File: config.mk
export PLATFORM = sky130hd
export DESIGN_NAME = dtc_top
export DESIGN_NICKNAME = d
export VERILOG_FILES = /design/src/rtl/dtc_pkg.sv /design/src/rtl/dtc_top.sv
export SDC_FILE = /design/constraint.sdc
export NUM_CORES = 1
export LEC_CHECK = 0
export BUFFER_PORTS_ARGS = -buffer_cell sky130_fd_sc_hd__buf_2
export CORE_MARGIN = 4
export CORE_UTILIZATION = 56
export CTS_CLUSTER_DIAMETER = 80
export DETAILED_ROUTE_END_ITERATION = 10
export GPL_TIMING_DRIVEN = 0
export HOLD_SLACK_MARGIN = 0.06
export PLACE_DENSITY = 0.88
export SLEW_MARGIN = 20
export SYNTH_ARGS = -nofsm -noshare
export SYNTH_HDL_FRONTEND = slang
export SYNTH_SLANG_ARGS = --single-unit
File: constraint.sdc
create_clock -name clk_i -period 2.65 [get_ports clk_i]
set_input_delay 0.265 -clock clk_i [delete_from_list [all_inputs] [get_ports clk_i]]
set_output_delay 0.265 -clock clk_i [all_outputs]
set_load 0.1 [all_outputs]
File: src/rtl/dtc_pkg.sv
// Functional notes
// [RULE_01] Timer function counts one step per machine cycle of 12 clocks.
// [RULE_02] Counter function samples count pin once per machine cycle; high then low counts.
// [RULE_03] A detected falling edge shows in the count at the next update phase.
// [RULE_04] Edge recognition spans two machine cycles, so pin rate is clock/24 at most.
// [RULE_05] Source should hold each count pin level one full machine cycle.
// [RULE_06] Function-select bit chooses machine cycles (0) or count pin edges (1).
// [RULE_07] Counting needs run bit set and gate bit clear or gate pin high.
// [RULE_08] Gate bit of timer b is mode bit 7, of timer a bit 3.
// [RULE_09] Mode register: timer b fields upper nibble, timer a lower nibble.
// [RULE_10] Mode 00: high register counts through divide-by-32 prescaler in low bits 4:0.
// [RULE_11] Mode 00: 13-bit count; low bits 7:5 are left untouched and meaningless.
// [RULE_12] Mode 01: high and low registers form one 16-bit counter.
// [RULE_13] Mode 10: low register counts 8 bits and reloads from high on overflow.
// [RULE_14] Mode 11 on timer a: low uses a controls, high times with b controls.
// [RULE_15] Mode 11 on timer b stops timer b.
// [RULE_16] Rollover from all ones to zero sets the timer overflow flag.
// [RULE_17] Setting a run bit leaves the count registers unchanged.
// [RULE_18] Auto-reload leaves the high register unchanged.
// [RULE_19] In split mode the high timer of a uses run bit b and flag b.
// [RULE_20] In split mode timer b starts and stops by leaving or entering mode 11.
// [RULE_21] Overflow flag stays set until cleared; counting carries on from zero, or from the reloaded high value in mode 10.
`default_nettype none
package dtc_pkg;
  localparam int unsigned DTC_OSC_PER_MC = 12;
  localparam logic [3:0] DTC_PH_LAST = 4'(DTC_OSC_PER_MC - 1);
  // State 3 phase 1 and state 5 phase 2 as clock index in a machine cycle
  localparam logic [3:0] DTC_PH_UPDATE = 4'h4;
  localparam logic [3:0] DTC_PH_SAMPLE = 4'h9;
  // Register indices; byte address is four times the index
  localparam int unsigned DTC_IDX_CTRL = 'h88;
  localparam int unsigned DTC_IDX_MODE = 'h89;
  localparam int unsigned DTC_IDX_LOW_A = 'h8a;
  localparam int unsigned DTC_IDX_LOW_B = 'h8b;
  localparam int unsigned DTC_IDX_HIGH_A = 'h8c;
  localparam int unsigned DTC_IDX_HIGH_B = 'h8d;
  localparam logic [11:0] DTC_ADDR_CTRL = 12'(DTC_IDX_CTRL * 4);
  localparam logic [11:0] DTC_ADDR_MODE = 12'(DTC_IDX_MODE * 4);
  localparam logic [11:0] DTC_ADDR_LOW_A = 12'(DTC_IDX_LOW_A * 4);
  localparam logic [11:0] DTC_ADDR_LOW_B = 12'(DTC_IDX_LOW_B * 4);
  localparam logic [11:0] DTC_ADDR_HIGH_A = 12'(DTC_IDX_HIGH_A * 4);
  localparam logic [11:0] DTC_ADDR_HIGH_B = 12'(DTC_IDX_HIGH_B * 4);
  // Mode register fields
  localparam int unsigned DTC_GATE_B = 7;
  localparam int unsigned DTC_CT_B = 6;
  localparam int unsigned DTC_GATE_A = 3;
  localparam int unsigned DTC_CT_A = 2;
  // Control register fields
  localparam int unsigned DTC_FLAG_B = 7;
  localparam int unsigned DTC_RUN_B = 6;
  localparam int unsigned DTC_FLAG_A = 5;
  localparam int unsigned DTC_RUN_A = 4;
  localparam logic [7:0] DTC_MODE_RESET = 8'h00;
  localparam logic [7:0] DTC_COUNT_RESET = 8'h00;
  localparam logic [1:0] DTC_M_13BIT = 2'h0;
  localparam logic [1:0] DTC_M_16BIT = 2'h1;
  localparam logic [1:0] DTC_M_RELOAD = 2'h2;
  localparam logic [1:0] DTC_M_SPLIT = 2'h3;
  localparam logic [1:0] DTC_RESP_OKAY = 2'h0;
  localparam logic [1:0] DTC_RESP_SLVERR = 2'h2;
endpackage : dtc_pkg
`default_nettype wire

File: src/rtl/dtc_top.sv
`default_nettype none
module dtc_top
  import dtc_pkg::*;
#(
  parameter int unsigned ADDR_W = 12
) (
  // Clock and reset
  input wire logic clk_i,
  input wire logic reset_i,
  // AXI4-Lite write
  input wire logic [ADDR_W-1:0] s_axi_awaddr_i,
  input wire logic s_axi_awvalid_i,
  output logic s_axi_awready_o,
  input wire logic [31:0] s_axi_wdata_i,
  input wire logic [3:0] s_axi_wstrb_i,
  input wire logic s_axi_wvalid_i,
  output logic s_axi_wready_o,
  output logic [1:0] s_axi_bresp_o,
  output logic s_axi_bvalid_o,
  input wire logic s_axi_bready_i,
  // AXI4-Lite read
  input wire logic [ADDR_W-1:0] s_axi_araddr_i,
  input wire logic s_axi_arvalid_i,
  output logic s_axi_arready_o,
  output logic [31:0] s_axi_rdata_o,
  output logic [1:0] s_axi_rresp_o,
  output logic s_axi_rvalid_o,
  input wire logic s_axi_rready_i,
  // Pins
  input wire logic count_pin_a_i,
  input wire logic count_pin_b_i,
  input wire logic gate_pin_a_i,
  input wire logic gate_pin_b_i,
  // Flag acknowledge and flags
  input wire logic flag_ack_a_i,
  input wire logic flag_ack_b_i,
  output logic overflow_flag_a_o,
  output logic overflow_flag_b_o
);
  if (ADDR_W < 12) begin : g_chk
    $error("ADDR_W must be at least 12");
  end

  // ---------------------------------------------
  // Step of one timer: {overflow, high, low}
  // ---------------------------------------------
  function automatic logic [16:0] dtc_step(input logic [1:0] m, input logic [7:0] hi, input logic [7:0] lo);
    logic [12:0] c13;
    logic [15:0] c16;
    logic [7:0] c8;
    c13 = {hi, lo[4:0]} + 13'h1;
    c16 = {hi, lo} + 16'h1;
    c8 = lo + 8'h1;
    case (m)
      DTC_M_13BIT: dtc_step = {&{hi, lo[4:0]}, c13[12:5], lo[7:5], c13[4:0]}; // [RULE_10] [RULE_11]
      DTC_M_16BIT: dtc_step = {&{hi, lo}, c16}; // [RULE_12]
      DTC_M_RELOAD: dtc_step = {&lo, hi, (&lo) ? hi : c8}; // [RULE_13] [RULE_18]
      default: dtc_step = {&lo, hi, c8}; // [RULE_14]
    endcase
  endfunction : dtc_step

  // ---------------------------------------------
  // State
  // ---------------------------------------------
  logic [3:0] phase;
  logic [7:0] timer_mode_control;
  logic run_bit_a, run_bit_b, overflow_flag_a, overflow_flag_b;
  logic [7:0] low_register_a, high_register_a, low_b, high_b;
  logic samp_a, samp_b, pend_a, pend_b;
  logic aw_v, w_v;
  logic [ADDR_W-1:0] aw_addr;
  logic [31:0] w_data;
  logic [3:0] w_strb;

  // ---------------------------------------------
  // Machine cycle timing
  // ---------------------------------------------
  wire upd = (phase == DTC_PH_UPDATE);
  wire smp = (phase == DTC_PH_SAMPLE);
  always_ff @(posedge clk_i) begin
    if (reset_i || phase == DTC_PH_LAST) begin
      phase <= 4'h0; // [RULE_01]
    end else begin
      phase <= phase + 4'h1;
    end
  end

  // ---------------------------------------------
  // Count pin sampling and edge detect
  // ---------------------------------------------
  wire fall_a = smp && samp_a && !count_pin_a_i; // [RULE_02] [RULE_04]
  wire fall_b = smp && samp_b && !count_pin_b_i;
  always_ff @(posedge clk_i) begin
    if (reset_i) begin
      samp_a <= 1'b0;
      samp_b <= 1'b0;
      pend_a <= 1'b0;
      pend_b <= 1'b0;
    end else begin
      if (smp) begin
        samp_a <= count_pin_a_i; // [RULE_02]
        samp_b <= count_pin_b_i;
      end
      pend_a <= fall_a || (pend_a && !upd); // [RULE_03]
      pend_b <= fall_b || (pend_b && !upd);
    end
  end

  // ---------------------------------------------
  // Count enables
  // ---------------------------------------------
  wire [1:0] mode_a = timer_mode_control[1:0];
  wire [1:0] mode_b = timer_mode_control[5:4];
  wire split = (mode_a == DTC_M_SPLIT);
  wire gate_a = timer_mode_control[DTC_GATE_A]; // [RULE_08] [RULE_09]
  wire gate_b = timer_mode_control[DTC_GATE_B];
  wire en_a = run_bit_a && (!gate_a || gate_pin_a_i); // [RULE_07]
  wire en_b = split ? 1'b1 : run_bit_b && (!gate_b || gate_pin_b_i); // [RULE_20]
  wire src_a = timer_mode_control[DTC_CT_A] ? pend_a : 1'b1; // [RULE_06]
  wire src_b = timer_mode_control[DTC_CT_B] ? pend_b : 1'b1;
  wire tick_a = upd && en_a && src_a;
  wire tick_b = upd && en_b && src_b && (mode_b != DTC_M_SPLIT); // [RULE_15]
  wire tick_ha = upd && split && run_bit_b; // [RULE_14] [RULE_19]
  wire [16:0] step_a = dtc_step(mode_a, high_register_a, low_register_a);
  wire [16:0] step_b = dtc_step(mode_b, high_b, low_b);
  wire ovf_a = tick_a && step_a[16]; // [RULE_16]
  wire ovf_ha = tick_ha && (&high_register_a);
  wire ovf_b = split ? ovf_ha : tick_b && step_b[16]; // [RULE_19]

  // ---------------------------------------------
  // AXI4-Lite write path
  // ---------------------------------------------
  wire wr_go = aw_v && w_v && !s_axi_bvalid_o;
  wire wr_b0 = wr_go && w_strb[0];
  wire [7:0] wd = w_data[7:0];
  wire wa_ctrl = (aw_addr[11:0] == DTC_ADDR_CTRL);
  wire wa_mode = (aw_addr[11:0] == DTC_ADDR_MODE);
  wire wa_la = (aw_addr[11:0] == DTC_ADDR_LOW_A);
  wire wa_lb = (aw_addr[11:0] == DTC_ADDR_LOW_B);
  wire wa_ha = (aw_addr[11:0] == DTC_ADDR_HIGH_A);
  wire wa_hb = (aw_addr[11:0] == DTC_ADDR_HIGH_B);
  wire wa_hit = wa_ctrl || wa_mode || wa_la || wa_lb || wa_ha || wa_hb;
  wire wr_ctrl = wr_b0 && wa_ctrl;
  assign s_axi_awready_o = !aw_v && !s_axi_bvalid_o;
  assign s_axi_wready_o = !w_v && !s_axi_bvalid_o;
  always_ff @(posedge clk_i) begin
    if (reset_i) begin
      aw_v <= 1'b0;
      w_v <= 1'b0;
      aw_addr <= '0;
      w_data <= 32'h0;
      w_strb <= 4'h0;
      s_axi_bvalid_o <= 1'b0;
      s_axi_bresp_o <= DTC_RESP_OKAY;
    end else begin
      if (s_axi_awvalid_i && s_axi_awready_o) begin
        aw_v <= 1'b1;
        aw_addr <= s_axi_awaddr_i;
      end else if (wr_go) begin
        aw_v <= 1'b0;
      end
      if (s_axi_wvalid_i && s_axi_wready_o) begin
        w_v <= 1'b1;
        w_data <= s_axi_wdata_i;
        w_strb <= s_axi_wstrb_i;
      end else if (wr_go) begin
        w_v <= 1'b0;
      end
      if (wr_go) begin
        s_axi_bvalid_o <= 1'b1;
        s_axi_bresp_o <= wa_hit ? DTC_RESP_OKAY : DTC_RESP_SLVERR;
      end else if (s_axi_bready_i) begin
        s_axi_bvalid_o <= 1'b0;
      end
    end
  end

  // ---------------------------------------------
  // Registers and counters
  // ---------------------------------------------
  wire [7:0] next_low_a = (wr_b0 && wa_la) ? wd : tick_a ? step_a[7:0] : low_register_a; // [RULE_21]
  wire [7:0] next_high_a = (wr_b0 && wa_ha) ? wd : tick_ha ? high_register_a + 8'h1
                         : (tick_a && !split) ? step_a[15:8] : high_register_a;
  wire [7:0] next_low_b = (wr_b0 && wa_lb) ? wd : tick_b ? step_b[7:0] : low_b;
  wire [7:0] next_high_b = (wr_b0 && wa_hb) ? wd : tick_b ? step_b[15:8] : high_b;
  // Hardware set wins over software or acknowledge clear
  wire next_flag_a = ovf_a || ((wr_ctrl ? wd[DTC_FLAG_A] : overflow_flag_a) && !flag_ack_a_i); // [RULE_21]
  wire next_flag_b = ovf_b || ((wr_ctrl ? wd[DTC_FLAG_B] : overflow_flag_b) && !flag_ack_b_i);
  always_ff @(posedge clk_i) begin
    if (reset_i) begin
      timer_mode_control <= DTC_MODE_RESET;
      run_bit_a <= 1'b0;
      run_bit_b <= 1'b0;
      overflow_flag_a <= 1'b0;
      overflow_flag_b <= 1'b0;
      low_register_a <= DTC_COUNT_RESET;
      high_register_a <= DTC_COUNT_RESET;
      low_b <= DTC_COUNT_RESET;
      high_b <= DTC_COUNT_RESET;
    end else begin
      if (wr_b0 && wa_mode) begin
        timer_mode_control <= wd; // [RULE_09]
      end
      if (wr_ctrl) begin
        run_bit_a <= wd[DTC_RUN_A]; // [RULE_17]
        run_bit_b <= wd[DTC_RUN_B];
      end
      overflow_flag_a <= next_flag_a; // [RULE_16]
      overflow_flag_b <= next_flag_b;
      low_register_a <= next_low_a;
      high_register_a <= next_high_a;
      low_b <= next_low_b;
      high_b <= next_high_b;
    end
  end
  assign overflow_flag_a_o = overflow_flag_a;
  assign overflow_flag_b_o = overflow_flag_b;

  // ---------------------------------------------
  // AXI4-Lite read path
  // ---------------------------------------------
  wire [11:0] ra = s_axi_araddr_i[11:0];
  wire [7:0] ctrl_rd = {overflow_flag_b, run_bit_b, overflow_flag_a, run_bit_a, 4'h0};
  wire ra_hit = (ra == DTC_ADDR_CTRL) || (ra == DTC_ADDR_MODE) || (ra == DTC_ADDR_LOW_A)
              || (ra == DTC_ADDR_LOW_B) || (ra == DTC_ADDR_HIGH_A) || (ra == DTC_ADDR_HIGH_B);
  wire [7:0] rd_byte = (ra == DTC_ADDR_CTRL) ? ctrl_rd
                     : (ra == DTC_ADDR_MODE) ? timer_mode_control
                     : (ra == DTC_ADDR_LOW_A) ? low_register_a
                     : (ra == DTC_ADDR_LOW_B) ? low_b
                     : (ra == DTC_ADDR_HIGH_A) ? high_register_a
                     : (ra == DTC_ADDR_HIGH_B) ? high_b : 8'h00;
  assign s_axi_arready_o = !s_axi_rvalid_o;
  always_ff @(posedge clk_i) begin
    if (reset_i) begin
      s_axi_rvalid_o <= 1'b0;
      s_axi_rdata_o <= 32'h0;
      s_axi_rresp_o <= DTC_RESP_OKAY;
    end else if (s_axi_arvalid_i && s_axi_arready_o) begin
      s_axi_rvalid_o <= 1'b1;
      s_axi_rdata_o <= {24'h00_0000, rd_byte};
      s_axi_rresp_o <= ra_hit ? DTC_RESP_OKAY : DTC_RESP_SLVERR;
    end else if (s_axi_rready_i) begin
      s_axi_rvalid_o <= 1'b0;
    end
  end

  // ---------------------------------------------
  // Assertions
  // ---------------------------------------------
  wire wr_any_a = wr_b0 && (wa_la || wa_ha);
  AST_MC_PERIOD: assert property (@(posedge clk_i) disable iff (reset_i) // [RULE_01]
    upd |=> !upd [*8] ##1 !upd [*3] ##1 upd)
    else $error("update phase not every 12 clocks");
  AST_SAMPLE_TO_UPDATE: assert property (@(posedge clk_i) disable iff (reset_i) // [RULE_02]
    smp |-> ##7 upd) else $error("sample and update phases misplaced");
  AST_EDGE_COUNT: assert property (@(posedge clk_i) disable iff (reset_i) // [RULE_03]
    fall_a && mode_a == DTC_M_16BIT && timer_mode_control[DTC_CT_A] && en_a
    ##7 (upd && en_a && !wr_any_a && !wr_b0)
    |=> {high_register_a, low_register_a} == $past({high_register_a, low_register_a}) + 16'h1)
    else $error("edge not counted at next update");
  AST_GATED_HOLD: assert property (@(posedge clk_i) disable iff (reset_i) // [RULE_07]
    !en_a && !split && !wr_any_a |=> $stable(low_register_a) && $stable(high_register_a))
    else $error("timer a moved while disabled");
  AST_RELOAD: assert property (@(posedge clk_i) disable iff (reset_i) // [RULE_13]
    tick_a && mode_a == DTC_M_RELOAD && low_register_a == 8'hff && !wr_any_a
    |=> low_register_a == $past(high_register_a) && $stable(high_register_a) && overflow_flag_a) // [RULE_18]
    else $error("reload wrong");
  AST_PRESCALE: assert property (@(posedge clk_i) disable iff (reset_i) // [RULE_10]
    tick_a && mode_a == DTC_M_13BIT && low_register_a[4:0] == 5'h1f && !wr_any_a
    |=> high_register_a == $past(high_register_a) + 8'h1 && low_register_a[4:0] == 5'h00)
    else $error("prescaler carry wrong");
  AST_B_STOPPED: assert property (@(posedge clk_i) disable iff (reset_i) // [RULE_15]
    mode_b == DTC_M_SPLIT && !(wr_b0 && (wa_lb || wa_hb)) |=> $stable(low_b) && $stable(high_b))
    else $error("timer b counted in mode 11");
  AST_FLAG_STICKY: assert property (@(posedge clk_i) disable iff (reset_i) // [RULE_21]
    overflow_flag_a && !wr_ctrl && !flag_ack_a_i |=> overflow_flag_a) else $error("flag a lost");
  AST_SPLIT_FLAG_B: assert property (@(posedge clk_i) disable iff (reset_i) // [RULE_19]
    tick_ha && high_register_a == 8'hff |=> overflow_flag_b) else $error("split high overflow missed");
  // Count path properties
  AST_TIMER_TICK: assert property (@(posedge clk_i) disable iff (reset_i) // [RULE_01] [RULE_06]
    upd && en_a && !timer_mode_control[DTC_CT_A] && mode_a == DTC_M_16BIT && !wr_any_a
    |=> {high_register_a, low_register_a} == $past({high_register_a, low_register_a}) + 16'h1)
    else $error("timer a missed a machine cycle");
  AST_NO_PIN_EDGE: assert property (@(posedge clk_i) disable iff (reset_i) // [RULE_02]
    upd && timer_mode_control[DTC_CT_A] && !pend_a && !split && !wr_any_a
    |=> $stable(low_register_a) && $stable(high_register_a))
    else $error("counter a moved without a pin edge");
  AST_RUN_KEEPS: assert property (@(posedge clk_i) disable iff (reset_i) // [RULE_17]
    wr_ctrl && !run_bit_a && wd[DTC_RUN_A] && !split
    |=> $stable(low_register_a) && $stable(high_register_a))
    else $error("starting timer a changed its count");
  AST_GATE_B: assert property (@(posedge clk_i) disable iff (reset_i) // [RULE_07]
    !en_b && !(wr_b0 && (wa_lb || wa_hb)) |=> $stable(low_b) && $stable(high_b))
    else $error("timer b moved while disabled");
  AST_SPLIT_HIGH: assert property (@(posedge clk_i) disable iff (reset_i) // [RULE_14]
    tick_ha && !(wr_b0 && wa_ha) |=> high_register_a == $past(high_register_a) + 8'h1)
    else $error("split high timer missed a machine cycle");
  AST_SPLIT_B_RUNS: assert property (@(posedge clk_i) disable iff (reset_i) // [RULE_20]
    split && upd && (mode_b == DTC_M_13BIT || mode_b == DTC_M_16BIT) && !timer_mode_control[DTC_CT_B]
    && !(wr_b0 && (wa_lb || wa_hb)) |=> low_b != $past(low_b))
    else $error("timer b idle outside its stop mode");
  COV_RELOAD: cover property (@(posedge clk_i) tick_a && mode_a == DTC_M_RELOAD && low_register_a == 8'hff);
  COV_EDGE: cover property (@(posedge clk_i) fall_a ##7 tick_a);
  COV_SPLIT_OVF: cover property (@(posedge clk_i) ovf_ha);
  COV_B_OVF: cover property (@(posedge clk_i) tick_b && step_b[16]);
  COV_SPLIT_B_RUN: cover property (@(posedge clk_i) split && upd && mode_b == DTC_M_13BIT);
endmodule : dtc_top
`default_nettype wire

==> metrics.txt, run 1 <==
final worst slack 248.7 ps; CORE AREA 9684 sq um; Synth Flop Type dfxtp_1; multi-input logic area 3443 sq um; first-pass iteration count of the detailed router 7; Worst setup endpoint low_b[5]; leak pwr 2.349 nW; CP Data Arrival Time 2640 ps; R2R setup slack 250 ps; worst skew pair latency 390 ps; layout cells sized above 1 0.1689; placed cells 946; relative slew slack 0.4939; class of the worst hold path input pin to flip-flop; initial DRC count 691; FF-to-FF Start aw_addr[6]; post_cts resized 0; critical path cell sequence nor4b_1, and4b_1, nor2b_1, buf_2, nand4_1, o211ai_1, a21oi_1; Net Sw Frac 0.3482; RSZ-0062 raised after global routing false; Final Instance Area 6301 sq um; Worst path slowest cell nand4_1; clock sink count 87; cell count after synthesis 729; synthesis-to-layout area growth 13.68%; Die X 107.5 um; clk root buf clkbuf_8; period utilisation layout 0.9062; nets 903; IO buf count 59; antenna violations before repair 0; Routability Congestion 0.9579; Pint 1.915 mW; slowest stage delay, CP 470 ps; Final setup viols 0; clock share of power 0.343; sequential share of power 0.476; Starting Density 0.5724; crit-path max FO 10; Psw 1.023 mW; die area 11550 sq um; status complete, no violations; Synth cell types 71; Final min period 2401 ps; Worst Clk Skew 20.17 ps; vias per std cell 6.152; DP Worst Slack 324.7 ps; post-CTS setup buffer count 0; CTS H-tree lvls 3; Final ANT Viol Nets 0; per-cell routed wire length 17.51 um; count of final hold-check violations 0; Post-CTS Hold Buffers 0; grt ovf 0; first-pass GRT wire length 26610 um; RR Endpoint low_b[5]; Peak VDD IR 0.3474 mV; Logic pwr share 0.181; largest net degree at the start of global routing 17; DPL Wire Length 12080 um; antenna fix cells 0; register bit count reported by yosys 87; Filler Cells Inserted 850; Site Rows 36; via count 5918; post-synth top area cell dfxtp_1; GR Util All Layers 0.2889; measured slew at the worst slew-check pin 748.6 ps; number of global-route vias before repair 5400; boundary pin count 116; syn_area_per_cell 7.603 sq um; DP Area 6098 sq um; yosys warns 0; critical path type flip-flop to flip-flop; DR DRC count 0; Tot Pwr 2.938 mW; top-area cell type share of the netlist area 0.3142; total CTS buffers 9; Syn Std Cell Area 5543 sq um; Register-to-Register Path Depth 7; crit path launch aw_addr[6]; drt total wl 16850 um; async set or reset register ratio after synthesis 0; Die Ht 107.5 um; CTS tree done; EDFF count, synth 0; register area 1742 sq um; clk slew on worst S/H paths 90 ps; Slew Limit Fails 0; fmax 416.4 MHz; max-cap violations 0; share of the yosys chip area belonging to registers 0.3142; CTS Buffer Depth 2; non-filler cells, final 962; PD cells 466.3 nW/um^2; Crit. End Element flip-flop; Area contributors post-synth dfxtp_1 31%, nand2_1 7.0%, a21oi_1 5.9%; Critical Path RT 2880 ps; Critical Path Source Type flip-flop
## metrics by stage
| step | setup TNS [ps] | hold WS (ps) | utilization |
|---|---|---|---|
| CTS | 0 | 81.42 | 0.6506 |
| detailed placement | 0 | 455.6 | 0.6297 |
| global route | 0 | 76.36 | 0.6506 |
| floorplan | -6925 | 365.1 | - |
| finish | 0 | 69.62 | 0.6506 |
| global placement | 0 | 440.7 | 0.6297 |
## metal layers
layer  global-route usage  wire, um  up-vias
met5                    0         0        -
met4               0.1335       890        0
met3              0.05999      1987       82
met2               0.4472      7236      404
met1               0.3856      6732     2654
li1                     -         -     2778
## cell families after synthesis
group,share of synthesized area
DFF,0.3142
and+or+nand+nor,0.2948
buffers and inverters,0.08149
xor gates and xnor gates,0.03160
AOI/OAI and AO/OA,0.2300
adders and majority gates,0.01354
muxes,0.03363
other,0.0006766
## state kept, by name, summed over array words and instances, names as in the netlist, 4 cells and up
name                flops
low_b                   8
s_axi_rdata_o           8
phase                   4
timer_mode_control      8
high_register_a         8
high_b                  8
aw_addr                12
w_data                  8
low_register_a          8
## cell usage in the layout (no fill, tap or decap), types with 4 or more instances in the layout
master / count
o22ai_1: 5
inv_1: 12
xor2_1: 12
nand4b_1: 4
nand2b_1: 16
nand3b_1: 6
a211oi_1: 24
or2_2: 4
and3_1: 6
clkbuf_8: 9
a311oi_1: 4
dfxtp_1: 87
o21ai_0: 21
o211ai_1: 8
mux2i_1: 13
clkbuf_1: 36
xnor2_1: 8
or3_1: 4
nor2_1: 59
buf_2: 71
ha_1: 6
a21oi_1: 65
nor2b_1: 8
nand3_1: 41
nand2_1: 104
buf_4: 27
conb_1: 26
nand4_1: 13
a21o_1: 8
and4_1: 5
a31oi_1: 7
nor4_1: 4
mux2_2: 5
a22oi_1: 12
and2_1: 4
nor3_1: 18
## final cells by class
class | count | area share
buffer | 77 | 0.06454
clock buffer | 10 | 0.02025
clock inverter | 6 | 0.01191
inverter | 12 | 0.007149
multi-input combinational | 578 | 0.5465
sequential | 87 | 0.2764
tap | 133 | 0.02641
timing repair buffer | 59 | 0.04686
## power by group through the flow
stage | registers (mW) | logic, mW | clock network (mW)
after floorplan | 1.48 | 0.364 | 0
after global placement | 1.43 | 0.521 | 0
after detailed placement | 1.43 | 0.526 | 0
after CTS | 1.40 | 0.527 | 1.00
after global routing | 1.40 | 0.562 | 1.06
final | 1.40 | 0.531 | 1.01
## worst max-delay path, delay by kind of cell (launching register included)
kind,cells,cell delay [ps]
buffers and inverters,1,270
AND/OR/NAND/NOR,4,1300
flip-flops,1,340
AO/OA/AOI/OAI,2,370
## synthesized netlist by cell type, types with 3 or more instances
library cell and count:
nand2_1 104, dfxtp_1 87, a21oi_1 65, nor2_1 59
nand3_1 41, clkbuf_1 35, buf_4 27, a211oi_1 24
o21ai_0 21, nor3_1 18, nand2b_1 16, mux2i_1 13
nand4_1 13, a22oi_1 12, buf_2 12, inv_1 12
xor2_1 12, a21o_1 8, nor2b_1 8, o211ai_1 8
xnor2_1 8, a31oi_1 7, and3_1 6, ha_1 6
nand3b_1 6, and4_1 5, mux2_2 5, o22ai_1 5
a311oi_1 4, and2_1 4, nand4b_1 4, nor4_1 4
or2_2 4, or3_1 4, a211o_1 3, a222oi_1 3
a32oi_1 3, nor2_2 3, nor3_2 3, nor3b_1 3
nor4b_1 3, o221ai_1 3, o2bb2ai_1 3
## worst min-delay path by stage
stage | end | startpoint | slack, ps | depth (start not counted)
after global placement | s_axi_rdata_o[1] | s_axi_rdata_o[1] | 440 | 2
after detailed placement | s_axi_rdata_o[1] | s_axi_rdata_o[1] | 460 | 2
after CTS | s_axi_rvalid_o | s_axi_rready_i | 80 | 2
after global routing | s_axi_rvalid_o | s_axi_rready_i | 80 | 2
after floorplan | s_axi_rvalid_o | s_axi_rready_i | 370 | 1
final | s_axi_rvalid_o | s_axi_rready_i | 70 | 2
Note: power is estimated with default switching activity, not from simulation.
==> inputs of run 2 (changes only) <==
--- a/config.mk
+++ b/config.mk
@@ -6,13 +6,15 @@
 export NUM_CORES = 1
 export LEC_CHECK = 0
 export BUFFER_PORTS_ARGS = -buffer_cell sky130_fd_sc_hd__buf_2
+export CELL_PAD_IN_SITES_DETAIL_PLACEMENT = 1
+export CELL_PAD_IN_SITES_GLOBAL_PLACEMENT = 2
 export CORE_MARGIN = 4
-export CORE_UTILIZATION = 56
+export CORE_UTILIZATION = 31
 export CTS_CLUSTER_DIAMETER = 80
 export DETAILED_ROUTE_END_ITERATION = 10
 export GPL_TIMING_DRIVEN = 0
 export HOLD_SLACK_MARGIN = 0.06
-export PLACE_DENSITY = 0.88
+export PLACE_DENSITY = 0.87
 export SLEW_MARGIN = 20
 export SYNTH_ARGS = -nofsm -noshare
 export SYNTH_HDL_FRONTEND = slang
==> run 2 against run 1 <==
Net effect:
- die area rose by 74%
- utilization decreased by 28 points
- worst hold slack better by 35 ps
- cell count rose by 9.7%
- largest cell class unchanged
- first-iteration DRC count down 37%
- cell area grew 3.6%
- clock-buffer cell count decreased by 1
- global-route usage shrank 9.5 points
==> metrics.txt, run 2 (synthesis gave the netlist of run 1 again) <==
status complete, no violations; DPL Wire Length 14540 um (+20%); critical path cell sequence ha_1, and4_2, buf_2, nand3_1, a2111oi_4, nand4_1, xor2_1, a211oi_2; leak pwr 2.404 nW (+2.3%); clk slew on worst S/H paths 60 ps (-30 ps); first-pass GRT wire length 30790 um (+16%); crit-path max FO 9 (-1); number of global-route vias before repair 5476 (+1.4%); count of final hold-check violations 0 (unchanged); Most flops, register aw_addr; Worst path slowest cell a2111oi_4; critical path type flip-flop to flip-flop; clock sink count 87 (unchanged); nets 904 (+0.11%); crit-path leading delay family compound AO/OA/AOI/OAI gates; hold slack 104.5 ps (+34.83 ps); clk root buf clkbuf_16; drt total wl 19530 um (+16%); Routability Congestion 0.8847 (-7.6%); DP Worst Slack 77.96 ps (-246.7 ps); GR Util All Layers 0.1942 (-0.09476); via count 5691 (-3.8%); CP Data Arrival Time 2740 ps (+100 ps); Final Instance Area 6525 sq um (+3.6%); total CTS buffers 9 (unchanged); IO buf count 59 (unchanged); Crit. End Element flip-flop; synthesis-to-layout area growth 17.72%; CORE AREA 17420 sq um (+80%); initial DRC count 436 (-37%); Tot Pwr 3.270 mW (+11%); PD cells 501.1 nW/um^2 (+7.5%); Site Rows 48 (+33%); largest net degree at the start of global routing 17 (unchanged); per-cell routed wire length 18.51 um (+5.7%); DP Area 6213 sq um (+1.9%); slowest stage delay, CP 480 ps (about the same); Worst Clk Skew 14.97 ps (-5.204 ps); CTS tree done; RSZ-0062 raised after global routing false; Final setup viols 0 (unchanged); measured slew at the worst slew-check pin 987.0 ps (+238.5 ps); Critical Path RT 2920 ps (+40 ps); antenna fix cells 0 (unchanged); worst path bufs/invs 1 (unchanged); class of the worst hold path input pin to flip-flop; worst skew pair latency 360 ps (-30 ps); antenna violations before repair 0 (unchanged); Critical Path Source Type flip-flop; Post-CTS Hold Buffers 0 (unchanged); first-pass iteration count of the detailed router 5 (-2); Final ANT Viol Nets 0 (unchanged); Die Ht 141.7 um (+32%); CTS Buffer Depth 2 (unchanged); die area 20080 sq um (+74%); most common cell after layout, fill and taps aside nand2_1; vias per std cell 5.394 (-12%); Starting Density 0.3182 (-0.2541); grt ovf 0 (unchanged); post_cts resized 0 (unchanged); max FFs per register 12 (unchanged); DR DRC count 0 (unchanged); CTS H-tree lvls 3 (unchanged); period utilisation layout 0.9323 (+0.02615); final worst slack 179.4 ps (-69.28 ps); Final min period 2471 ps (+69.29 ps); fmax 404.8 MHz (-2.8%); layout cells sized above 1 0.1711 (+0.002206); Slew Limit Fails 0 (unchanged); max-cap violations 0 (unchanged); Core Util, Final 0.3746 (-0.2760); Die X 141.7 um (+32%); Peak VDD IR 0.3090 mV (-11%); relative slew slack 0.3327 (-0.1612); boundary pin count 116 (unchanged); most frequent cells in the layout 104 x nand2_1, 87 x dfxtp_1, 71 x buf_2
==> run 2: changes by cell type in the layout (fill, tap and decap cells not counted), sizes merged <==
cell	change
clkbuf	-1
clkinvlp	-1
buf	+1
inv	-1
clkinv	+3
==> run 2: final timing paths <==
path | cells after the start | slack, ps | startpoint | endpoint
setup / recovery | 8 | 180 | low_b[0] | high_b[6]
hold / removal | 2 | 100 | s_axi_rready_i | s_axi_rvalid_o
setup reg to reg | 8 | 180 | low_b[0] | high_b[6]
hold reg to reg | 2 | 460 | s_axi_rdata_o[0] | s_axi_rdata_o[0]
==> run 2: per-stage QoR <==
stage | TNS, ps | std cells
floorplan | -6925 | 754
finish | 0 | 1055
global route | 0 | 1055
detailed placement | 0 | 1038
CTS | 0 | 1054
global placement | 0 | 1038
==> run 2: per-layer routing <==
metal / GRT usage / part of all wire / up-vias
li1: - / - / 2782
met1: 0.2793 / 0.47 / 2692
met2: 0.3005 / 0.44 / 197
met3: 0.02562 / 0.064 / 20
met4: 0.06212 / 0.019 / 0
met5: 0 / 0 / -
==> run 2: area by class of cell <==
class | instances | area [sq um]
well taps | 225 | 281.5
clock inverters | 7 | 78.83
repair buffers | 60 | 302.8
fillers | 2213 | 10890
inverters | 12 | 45.04
plain buffers | 77 | 406.6
multi-input cells | 578 | 3443
flip-flops and latches | 87 | 1742
clock buffers | 9 | 225.2
==> run 2: repair_timing <==
item / CTS / global route
endpoints found under the setup margin: 0 / 2
setup buffers: 0 / 1
hold endpoints to repair: 0 / 0
==> run 2: report_power, final <==
group / total (mW) / leakage, nW / internal (mW) / switching, mW
Combinational: 0.539 / 1.55 / 0.118 / 0.422
Sequential: 1.40 / 0.707 / 1.35 / 0.0557
Clock: 1.33 / 0.150 / 0.742 / 0.588
Total: 3.27 / 2.40 / 2.21 / 1.06
==> inputs of run 3 (changes only) <==
--- a/config.mk
+++ b/config.mk
@@ -7,14 +7,14 @@
 export LEC_CHECK = 0
 export BUFFER_PORTS_ARGS = -buffer_cell sky130_fd_sc_hd__buf_2
 export CELL_PAD_IN_SITES_DETAIL_PLACEMENT = 1
-export CELL_PAD_IN_SITES_GLOBAL_PLACEMENT = 2
+export CELL_PAD_IN_SITES_GLOBAL_PLACEMENT = 1
 export CORE_MARGIN = 4
-export CORE_UTILIZATION = 31
+export CORE_UTILIZATION = 40
 export CTS_CLUSTER_DIAMETER = 80
 export DETAILED_ROUTE_END_ITERATION = 10
 export GPL_TIMING_DRIVEN = 0
 export HOLD_SLACK_MARGIN = 0.06
-export PLACE_DENSITY = 0.87
+export PLACE_DENSITY = 0.88
 export SLEW_MARGIN = 20
 export SYNTH_ARGS = -nofsm -noshare
 export SYNTH_HDL_FRONTEND = slang
==> run 3 against run 2 <==
Net effect:
- register-to-register slack barely moved
- clock-buffer cell count rose by 2
- utilization rose by 11 points
- wire length fell by 2.5%
- critical path depth did not move
- die area fell by 21%
- power rose by 1.2%
- maximum frequency fell by 0.34%
- non-clock buffer count did not move
- worst hold slack got worse by 12 ps
- sequential cell count did not move
- cell count fell by 4.6%
==> metrics.txt, run 3 (synthesis gave the netlist of run 1 again) <==
status complete, no violations; die area 15800 sq um (-21%); clk root buf clkbuf_16; Die X 125.7 um (-11%); clock share of power 0.413 (+0.007); Psw 1.056 mW (-0.81%); leak pwr 2.411 nW (+0.27%); measured slew at the worst slew-check pin 916.7 ps (-70.33 ps); placed cells 989 (-4.7%); antenna fix cells 0 (unchanged); PD cells 511.4 nW/um^2 (+2.1%); fmax 403.4 MHz (-0.34%); nets 904 (unchanged); via count 5849 (+2.8%); Critical Path Source Type flip-flop; class of the worst hold path input pin to flip-flop; antenna violations before repair 0 (unchanged); Routability Congestion 0.9214 (+4.1%); FF-to-FF Start low_b[0]; IO buf count 59 (unchanged); Crit. End Element flip-flop; CTS H-tree lvls 3 (unchanged); boundary pin count 116 (unchanged); Final Instance Area 6474 sq um (-0.79%); CORE AREA 13400 sq um (-23%); max FFs per register 12 (unchanged); Final ANT Viol Nets 0 (unchanged); period utilisation layout 0.9355 (+0.003180); Die Ht 125.7 um (-11%); Starting Density 0.4136 (+0.09538); non-filler cells, final 1006 (-4.6%); RSZ-0062 raised after global routing false; drt total wl 19040 um (-2.5%); DPL Wire Length 13970 um (-3.9%); clk slew on worst S/H paths 60 ps (about the same); total CTS buffers 9 (unchanged); CP Data Arrival Time 2760 ps (+20 ps); Slew Limit Fails 0 (unchanged); vias per std cell 5.814 (+7.8%); Filler Cells Inserted 1732 (-22%); count of final hold-check violations 0 (unchanged); relative slew slack 0.3803 (+0.04755); DP Area 6152 sq um (-0.99%); crit path launch low_b[0]; largest net degree at the start of global routing 16 (-1); worst skew pair latency 360 ps (about the same); first-pass GRT wire length 30530 um (-0.83%); per-cell routed wire length 18.92 um (+2.2%); Pint 2.254 mW (+2.2%); CTS tree done; clock sink count 87 (unchanged); Critical Path RT 2930 ps (about the same); hold path start s_axi_rready_i; synthesis-to-layout area growth 16.79%; grt ovf 0 (unchanged); first-pass iteration count of the detailed router 6 (+1); Site Rows 42 (-13%); Final setup viols 0 (unchanged); crit-path max FO 9 (unchanged); Worst Clk Skew 11.60 ps (-3.369 ps); number of global-route vias before repair 5720 (+4.5%); GR Util All Layers 0.2392 (+0.04505); initial DRC count 446 (+2.3%); Net Sw Frac 0.3190 (-0.006608); most common cell after layout, fill and taps aside nand2_1; CTS Buffer Depth 2 (unchanged); DR DRC count 0 (unchanged); hold slack 92.17 ps (-12.28 ps); critical path type flip-flop to flip-flop; Logic pwr share 0.163 (-0.002); max-cap violations 0 (unchanged); Most flops, register aw_addr; most frequent cells in the layout 104 x nand2_1, 87 x dfxtp_1, 71 x buf_2; sequential share of power 0.423 (-0.006); Final min period 2479 ps (+8.428 ps); layout cells sized above 1 0.1711 (unchanged); Peak VDD IR 0.3336 mV (+8.0%)
-- run 3: changes by cell type in the layout (fill, tap and decap cells not counted) --
cell,change
inv_6,+1
clkbuf_8,+2
clkinv_4,-3
-- run 3: what timing repair did --
action	CTS	global route
resized for setup	0	0
hold buffers	0	0
endpoints found under the setup margin	0	6
setup buffers	0	1
-- run 3: worst paths after layout --
check / endpoint / slack [ps] / cells after the start
hold reg to reg: s_axi_rdata_o[1] / 460 / 2
hold / removal: s_axi_rvalid_o / 90 / 2
setup / recovery: high_b[6] / 170 / 8
setup reg to reg: high_b[6] / 170 / 8
-- run 3: metrics by stage --
step	setup WS [ps]	utilization	setup TNS (ps)	total power [mW]
2_1_floorplan	-331.5	-	-6925	1.841
5_1_grt	12.54	0.4831	0	3.416
4_1_cts	170.3	0.4825	0	3.321
3_3_place_gp	267.2	0.4591	0	1.955
3_5_place_dp	234.5	0.4591	0	1.965
6_report	171.0	0.4831	0	3.311
-- run 3: worst max-delay path, cell delays in order, from the launching register on --
cell and delay [ps]:
dfxtp_1 430, ha_1 290, and4_2 240, buf_2 210
nand3_1 150, a2111oi_4 500, nand4_1 180, xor2_1 170
a211oi_2 220
-- run 3: cell type report --
type / count / area (sq um) / area share
tap: 176 / 220.2 / 0.03402
inverter: 12 / 45.04 / 0.006958
clock inverter: 5 / 61.31 / 0.009470
buffer: 77 / 406.6 / 0.06281
timing repair buffer: 60 / 302.8 / 0.04677
clock buffer: 11 / 252.7 / 0.03904
sequential: 87 / 1742 / 0.2690
multi-input combinational: 578 / 3443 / 0.5319
-- run 3: power groups by stage --
stage / logic, mW / registers [mW] / clock network, mW
5_1_grt: 0.572 / 1.41 / 1.44
4_1_cts: 0.539 / 1.40 / 1.38
2_1_floorplan: 0.364 / 1.48 / 0
6_report: 0.540 / 1.40 / 1.37
3_5_place_dp: 0.536 / 1.43 / 0
3_3_place_gp: 0.528 / 1.43 / 0
-- run 3: layer usage --
layer	share of wire	global-route usage	up-vias
li1	-	-	2782
met1	0.44	0.3166	2806
met2	0.45	0.3767	219
met3	0.075	0.05165	42
met4	0.033	0.1033	0
met5	0	0	-
